--- src/design/airc_pkg.sv ---
// constants for the interrupt and reset control register block
// shared by the register bank and its priority splitter
package airc_pkg;
   localparam int          AIRC_AW        = 8;
   localparam logic [7:0]  AIRC_OFFSET    = 8'h00;
   localparam logic [15:0] AIRC_KEY_STAT  = 16'hFA05;
   localparam logic [15:0] AIRC_KEY_WRITE = 16'h05FA;
   localparam int          AIRC_KEY_LSB   = 16;
   localparam int          AIRC_ENDIAN    = 15;
   localparam int          AIRC_PSEC      = 14;
   localparam int          AIRC_FRT       = 13;
   localparam int          AIRC_PG_LSB    = 8;
   localparam int          AIRC_RRS       = 3;
   localparam int          AIRC_RR        = 2;
   localparam int          AIRC_DCA       = 1;
   localparam logic [31:0] AIRC_RSV_MASK  = 32'h0000_18F1;
   localparam logic [2:0]  AIRC_PG_RST    = 3'h0;
   localparam logic        AIRC_PSEC_RST  = 1'b0;
   localparam logic        AIRC_FRT_RST   = 1'b0;
   localparam logic        AIRC_RRS_RST   = 1'b0;
   localparam int          AIRC_PRIO_W    = 8;
   localparam logic [7:0]  AIRC_PRIO_TOP  = 8'h80;
endpackage

--- src/design/airc_ctrl.sv ---
// interrupt and reset control register with optional security extension
// assumes a single-cycle strobe master on CORE_CLK; BIG_ENDIAN_PIN is a strap
`timescale 1ns/100ps
// Function
// - upper half reads key status; writes need write key, else discarded
// - key field is one copy shared by both security states
// - byte-order bit read-only, 1 means big-endian, shared by both states
// - prioritise-secure bit writable from secure, nonsecure reads zero, writes ignored
// - prioritise-secure set lowers nonsecure priorities, clear keeps ranges identical
// - three-bit priority grouping field read-write, selects group/subpriority split
// - debug clear-active bit always reads zero
// - grouping value sets binary point of each priority field
// - fault-routing bit secure-writable, resets to zero (fixed at one without security extension), routes faults nonsecure
// - writing one to reset request bit requests system reset, only with security extension; never without it
module airc_ctrl
   import airc_pkg::*;
#(
   parameter bit SECURITY_EXT = 1'b1
)
(
   input  wire logic                  CORE_CLK,        // core clock, 100 MHz
   input  wire logic                  RST_N,           // async reset, active low
   input  wire logic [AIRC_AW-1:0]    ADDR,            // register address
   input  wire logic [31:0]           WDATA,           // write data
   input  wire logic                  WR,              // write strobe
   input  wire logic                  RD,              // read strobe
   input  wire logic                  NS_ACCESS,       // access is from nonsecure state
   output logic      [31:0]           RDATA,           // read data, cycle after RD
   input  wire logic                  BIG_ENDIAN_PIN,  // byte-order strap pin
   input  wire logic [7:0]            PRIO_IN,         // priority value to split
   input  wire logic                  PRIO_NS,         // that value is nonsecure
   output logic      [7:0]            PRIO_GROUP,      // group priority, registered
   output logic      [7:0]            PRIO_SUB,        // subpriority, registered
   output logic                       PSEC_OUT,        // prioritise secure state
   output logic                       FAULT_ROUTE_NS,  // faults routed nonsecure
   output logic                       RESET_REQ_SEC,   // reset request secure only
   output logic                       RESET_REQ        // system reset request pulse
);
   import airc_pkg::*;

   logic [2:0] pg_sec_reg;
   logic [2:0] pg_ns_reg;
   logic       psec_reg;
   logic       frt_reg;
   logic       rrs_reg;
   logic       rreq_reg;
   logic [1:0] strap_sync_reg;
   logic [1:0] strap_fill_reg;
   logic       endian_reg;
   logic       strap_done_reg;
   logic [31:0] rdata_reg;
   logic [7:0] group_next;
   logic [7:0] sub_next;
   logic [7:0] group_reg;
   logic [7:0] sub_reg;
   logic       hit;
   logic       wr_ok;
   logic       sec_wr;
   logic       ns_view;

   function automatic logic [31:0] read_value(input logic ns);
      logic [31:0] v;
      v = 32'h0000_0000;
      v[31:AIRC_KEY_LSB] = AIRC_KEY_STAT;
      v[AIRC_ENDIAN] = endian_reg;
      if (SECURITY_EXT)
      begin
         v[AIRC_PSEC] = ns ? 1'b0 : psec_reg;
         v[AIRC_FRT]  = frt_reg;
         v[AIRC_RRS]  = ns ? 1'b0 : rrs_reg;
         v[AIRC_PG_LSB +: 3] = ns ? pg_ns_reg : pg_sec_reg;
      end
      else
      begin
         v[AIRC_FRT] = 1'b1;
         v[AIRC_PG_LSB +: 3] = pg_sec_reg;
      end
      v[AIRC_RR]  = 1'b0;
      v[AIRC_DCA] = 1'b0;
      v = v & ~AIRC_RSV_MASK;
      return v;
   endfunction

   assign hit     = (ADDR == AIRC_OFFSET);
   assign ns_view = SECURITY_EXT && NS_ACCESS;
   assign wr_ok   = WR && hit && (WDATA[31:AIRC_KEY_LSB] == AIRC_KEY_WRITE);
   assign sec_wr  = wr_ok && SECURITY_EXT && !NS_ACCESS;

   // strap synchroniser, value caught once after reset release
   // fill marks when the second stage holds the pin, not its reset value
   always_ff @(posedge CORE_CLK or negedge RST_N)
   begin
      if (!RST_N)
      begin
         strap_sync_reg <= 2'h0;
         strap_fill_reg <= 2'h0;
      end
      else
      begin
         strap_sync_reg <= {strap_sync_reg[0], BIG_ENDIAN_PIN};
         strap_fill_reg <= {strap_fill_reg[0], 1'b1};
      end
   end

   always_ff @(posedge CORE_CLK or negedge RST_N)
   begin
      if (!RST_N)
      begin
         endian_reg     <= 1'b0;
         strap_done_reg <= 1'b0;
      end
      else if (!strap_done_reg && strap_fill_reg[1])
      begin
         endian_reg     <= strap_sync_reg[1];
         strap_done_reg <= 1'b1;
      end
   end

   // banked priority grouping; nonsecure view writes only its own copy
   always_ff @(posedge CORE_CLK or negedge RST_N)
   begin
      if (!RST_N)
      begin
         pg_sec_reg <= AIRC_PG_RST;
         pg_ns_reg  <= AIRC_PG_RST;
      end
      else if (wr_ok)
      begin
         if (ns_view)
         begin
            pg_ns_reg <= WDATA[AIRC_PG_LSB +: 3];
         end
         else
         begin
            pg_sec_reg <= WDATA[AIRC_PG_LSB +: 3];
         end
      end
   end

   // secure-only control bits
   always_ff @(posedge CORE_CLK or negedge RST_N)
   begin
      if (!RST_N)
      begin
         psec_reg <= AIRC_PSEC_RST;
         frt_reg  <= AIRC_FRT_RST;
         rrs_reg  <= AIRC_RRS_RST;
      end
      else if (sec_wr)
      begin
         psec_reg <= WDATA[AIRC_PSEC];
         frt_reg  <= WDATA[AIRC_FRT];
         rrs_reg  <= WDATA[AIRC_RRS];
      end
   end

   // reset request pulse; nonsecure blocked when secure-only is set
   always_ff @(posedge CORE_CLK or negedge RST_N)
   begin
      if (!RST_N)
      begin
         rreq_reg <= 1'b0;
      end
      else
      begin
         rreq_reg <= wr_ok && SECURITY_EXT && WDATA[AIRC_RR]
                     && !(NS_ACCESS && rrs_reg);
      end
   end

   always_ff @(posedge CORE_CLK or negedge RST_N)
   begin
      if (!RST_N)
      begin
         rdata_reg <= 32'h0000_0000;
      end
      else if (RD && hit)
      begin
         rdata_reg <= read_value(ns_view);
      end
      else
      begin
         rdata_reg <= 32'h0000_0000;
      end
   end

   airc_prio_split airc_prio_split_inst (
      .prio_in   (PRIO_IN),
      .grouping  ((SECURITY_EXT && PRIO_NS) ? pg_ns_reg : pg_sec_reg),
      .nonsecure (SECURITY_EXT && PRIO_NS),
      .boost     (SECURITY_EXT && psec_reg),
      .group_out (group_next),
      .sub_out   (sub_next)
   );

   always_ff @(posedge CORE_CLK or negedge RST_N)
   begin
      if (!RST_N)
      begin
         group_reg <= 8'h00;
         sub_reg   <= 8'h00;
      end
      else
      begin
         group_reg <= group_next;
         sub_reg   <= sub_next;
      end
   end

   assign RDATA          = rdata_reg;
   assign PRIO_GROUP     = group_reg;
   assign PRIO_SUB       = sub_reg;
   assign PSEC_OUT       = SECURITY_EXT ? psec_reg : 1'b0;
   assign FAULT_ROUTE_NS = SECURITY_EXT ? frt_reg : 1'b1;
   assign RESET_REQ_SEC  = SECURITY_EXT ? rrs_reg : 1'b0;
   assign RESET_REQ      = rreq_reg;
endmodule

--- src/design/airc_prio_split.sv ---
// splits one priority value into group and subpriority at the binary point
// assumes a registered consumer; purely combinational
`timescale 1ns/100ps
module airc_prio_split
   import airc_pkg::*;
(
   input  wire logic [7:0] prio_in,      // raw priority value
   input  wire logic [2:0] grouping,     // binary point position
   input  wire logic       nonsecure,    // value belongs to a nonsecure exception
   input  wire logic       boost,        // prioritise secure enabled
   output logic      [7:0] group_out,    // group priority bits, left aligned
   output logic      [7:0] sub_out       // subpriority bits
);
   import airc_pkg::*;
   logic [7:0] eff;
   logic [7:0] sub_mask;

   always_comb
   begin
      // nonsecure values pushed into lower half when boosting
      eff = (nonsecure && boost) ? (AIRC_PRIO_TOP | (prio_in >> 1)) : prio_in;
      sub_mask = ~(8'hFF << ({1'b0, grouping} + 4'h1));
      group_out = eff & ~sub_mask;
      sub_out   = eff & sub_mask;
   end
endmodule

--- config.mk ---
export PLATFORM = sky130hd
export DESIGN_NAME = airc_ctrl
export DESIGN_NICKNAME = d
export VERILOG_FILES = /design/src/design/airc_pkg.sv /design/src/design/airc_ctrl.sv /design/src/design/airc_prio_split.sv
export SDC_FILE = /design/constraint.sdc
export NUM_CORES = 1
export LEC_CHECK = 0
export ABC_AREA = 1
export BUFFER_PORTS_ARGS = -buffer_cell sky130_fd_sc_hd__buf_2
export CAP_MARGIN = 30
export CORE_MARGIN = 5
export CORE_UTILIZATION = 51
export CTS_BUF_LIST = sky130_fd_sc_hd__clkbuf_4 sky130_fd_sc_hd__clkbuf_8
export CTS_CLUSTER_DIAMETER = 40
export DETAILED_ROUTE_END_ITERATION = 8
export PLACE_DENSITY = 0.91
export SLEW_MARGIN = 10
export SYNTH_ARGS = -nofsm -noshare
export SYNTH_HDL_FRONTEND = slang
export SYNTH_HIERARCHICAL = 1
export SYNTH_SLANG_ARGS = --single-unit
--- constraint.sdc ---
create_clock -name CORE_CLK -period 4.15 [get_ports CORE_CLK]
set_clock_uncertainty 0.05 [all_clocks]
set_input_delay 0.6225 -clock CORE_CLK [delete_from_list [all_inputs] [get_ports CORE_CLK]]
set_output_delay 0.6225 -clock CORE_CLK [all_outputs]
set_load 0.01 [all_outputs]
==> flow_metrics.py <==
metrics = {
    "outcome": {
        "outcome": "complete, no violations",
    },
    "worst_setup_path": {
        "worstPathCellList": "buf_2 > o21ai_0 > ha_1 > inv_1 > ha_1 > inv_1 > nor2_1 > nand2_1 > nand2_1 > inv_1",
        "timing.critical_path.fanout_max": 21,
        "reg2reg_setup_slack_ns": 2.30,
        "critical_path_required_ns": 4.29,
        "path_class": "input pin to flip-flop",
        "cpMostUsedCell": "inv_1",
        "worst-r2r-cell-count": 10,
        "endpoint_arrival_time_on_the_critical_path_ns": 2.21,
        "timing.rr.end": "PRIO_SUB[2]$_DFF_PN0_",
        "cp_slowest_stage_delay_ns": 0.37,
        "critical_path.startpoint_type": "input pin",
        "crit_path_end": "PRIO_SUB[2]$_DFF_PN0_",
        "crit_path_end_kind": "flip-flop",
        "cpMaxStageDelayCell": "o21ai_0",
        "cp-startpoint": "PRIO_NS",
        "r2r-start": "pg_sec_reg[0]$_DFFE_PN0P_",
    },
    "die": {
        "io-pin-count": 107,
        "initial_core_util": 0.531,
        "design.die.area_mm2": 0.00559,
        "core_area_mm2": 0.00403,
        "row_count": 23,
        "die_x_um": 74.8,
        "fp.dieH_um": 74.8,
    },
    "power_and_ir_drop": {
        "p_per_area_mw_per_mm2": 285,
        "report.power.total_mw": 0.731,
        "p_leak_nw": 1.66,
        "irDropWorstVdd_v": 0.000107,
    },
    "global_route": {
        "global_route.usage.met3": 0.0334,
        "grt_use_met1": 0.177,
        "wire_length_of_the_first_global_routing_pass_mm": 7.13,
        "track_usage": 0.165,
        "gr-total-overflow": 0,
        "use_met2": 0.316,
        "grt_pass1_vias": 1741,
        "grt_antenna_before_repair": 0,
        "highest_utilization_routing_layer_at_the_global_route_stage": "met2",
        "grt_max_degree": 41,
    },
    "timing": {
        "final_max_slew_viol_count": 0,
        "final.setup.worst_slack_ns": 2.09,
        "finalHoldWorstSlack_ns": 0.166,
        "final.period_utilization": 0.498,
        "fin_crit_ns": 2.06,
        "setup_tns_final_ns": 0,
        "max_slew.worst_pin.slew_ns": 0.553,
        "report.final.setup_viol": 0,
        "rsz0062_at_grt": "no",
        "max_freq_ghz": 0.484,
        "relSlewSlack": 0.631,
        "final_hold_vio_count": 0,
    },
    "drt": {
        "route.detailed.vias_per_inst": 4.56,
        "first_pass_drt_iterations": 4,
        "detail_route.wirelength_mm": 4.41,
        "drt-wirelength-per-cell_um": 11.1,
        "drc_errors": 0,
        "dr_total_vias": 1814,
        "drt_iter0_markers": 84,
        "drt.antenna.violating_nets": 0,
    },
    "clock_network": {
        "cts_tree": "built",
        "cts_hold_repair.buffers": 0,
        "cts_buffer_count": 5,
        "root_buffer": "clkbuf_8",
        "sink_count_of_the_clock_tree": 40,
        "cts-htree-levels": 2,
        "ctsLongestPathBuffers": 2,
        "clkLatencyLatePin_ns": 0.29,
        "clkTransAtPathRegs_ns": 0.08,
        "post-cts-setup-buffer-count": 0,
        "cts-resized-gates": 0,
    },
    "synthesis": {
        "synth_seq_cells": 40,
        "ys_seq_area_frac": 0.468,
        "post_synth.cell_area_avg_um2": 7.89,
        "count_of_yosys_warnings_during_synthesis": 6,
        "post_synth_inst_count": 271,
        "synth.distinct_cells": 21,
        "syn-cell-area_mm2": 0.00214,
    },
    "finish": {
        "areaGrowthSynthToFinish_pct": 19.8,
        "fill_cell_total_of_the_finished_layout": 332,
        "final_layout_size_suffix_gt1_frac": 0.313,
        "finalCoreUtilization": 0.636,
        "register_area_mm2": 0.00100,
        "multiInputGateArea_um2": 833,
        "n_antenna_cell": 0,
        "post_layout_nonfiller_instances": 398,
        "final_cell_mix": "nand2_1 (80), buf_2 (80), dfrtp_1 (40), inv_1 (40), nand3_1 (26)",
        "nets": 406,
        "design_area_mm2": 0.00256,
    },
    "placed_design": {
        "placed_cells": 389,
        "io_buffers": 80,
        "placer_s_final_routability_congestion_estimate": 0.802,
        "dpl.hpwl_mm": 3.42,
        "place_worst_setup_slack_ns": 1.79,
        "post_dp_cell_area_mm2": 0.00245,
    },
    "worst_hold_path": {
        "hold_path.class": "input pin to async pin",
    },
    "job": {
        "cap_viol_max_count": 0,
    },
}
-- worst max-delay path: cells and delay by family --
| family | cells | cell delay (ns) |
|---|---|---|
| adders and majority gates | 2 | 0.56 |
| buffers and inverters | 4 | 0.39 |
| and+or+nand+nor | 3 | 0.25 |
| AOI/OAI and AO/OA | 1 | 0.37 |
-- how the worst min path moves through the flow --
stage               slack [ns]                          end  cells after the start                        start
floorplan                 0.28   FAULT_ROUTE_NS$_DFFE_PN0P_                      0                        RST_N
global placement          0.28  strap_fill_reg[1]$_DFF_PN0_                      0  strap_fill_reg[0]$_DFF_PN0_
detailed placement        0.29  strap_sync_reg[1]$_DFF_PN0_                      0  strap_sync_reg[0]$_DFF_PN0_
CTS                       0.31  strap_sync_reg[1]$_DFF_PN0_                      0  strap_sync_reg[0]$_DFF_PN0_
global route              0.19      PRIO_GROUP[4]$_DFF_PN0_                      1                        RST_N
finish                    0.17      PRIO_GROUP[4]$_DFF_PN0_                      1                        RST_N
-- synth_stat cells --
cell / instances / area [um2]
nand3_2: 2 / 20.0
nor2_4: 2 / 22.5
nor2_2: 8 / 50.1
ha_1: 4 / 50.1
buf_6: 1 / 11.3
a21oi_1: 5 / 25.0
nand2_4: 1 / 11.3
nand2_2: 3 / 18.8
buf_2: 3 / 15.0
nor3b_2: 1 / 12.5
nor3_1: 2 / 10.0
inv_2: 2 / 7.51
inv_1: 40 / 150
o21ai_0: 4 / 20.0
nand2_1: 80 / 300
buf_4: 24 / 180
nor2_1: 20 / 75.1
nand3_1: 26 / 130
dfrtp_1: 40 / 1000
nor2_8: 1 / 20.0
conb_1: 2 / 7.51
-- kinds of logic (layout without fill, tap and decap cells) --
| logic type | after synthesis | in the layout | share of synthesized area |
|---|---|---|---|
| flip-flops | 40 | 40 | 0.468 |
| buffers and inverters | 70 | 131 | 0.170 |
| other | 2 | 18 | 0.00351 |
| adder cells (fa/ha/maj) | 4 | 4 | 0.0234 |
| AO/OA/AOI/OAI | 9 | 9 | 0.0211 |
| AND/OR/NAND/NOR | 146 | 146 | 0.314 |
-- per-layer routing --
metal / vias to the layer above / wire length (um)
met4: 0 / 65
li1: 919 / -
met1: 816 / 1630
met3: 8 / 362
met5: - / 0
met2: 71 / 2350
-- layout make-up --
type                            count  area share
Tap cell                           50      0.0244
Clock buffer                        5      0.0269
Sequential cell                    40       0.391
Multi-Input combinational cell    177       0.325
Timing Repair Buffer               81       0.164
Inverter                           42      0.0615
Clock inverter                      3     0.00732
-- power by group --
part | internal [mW] | leakage [nW] | switching (mW)
logic | 0.0293 | 1.09 | 0.0491
clock network | 0.117 | 0.0479 | 0.134
registers | 0.399 | 0.524 | 0.00244
Power figures use the tool's default switching activity.
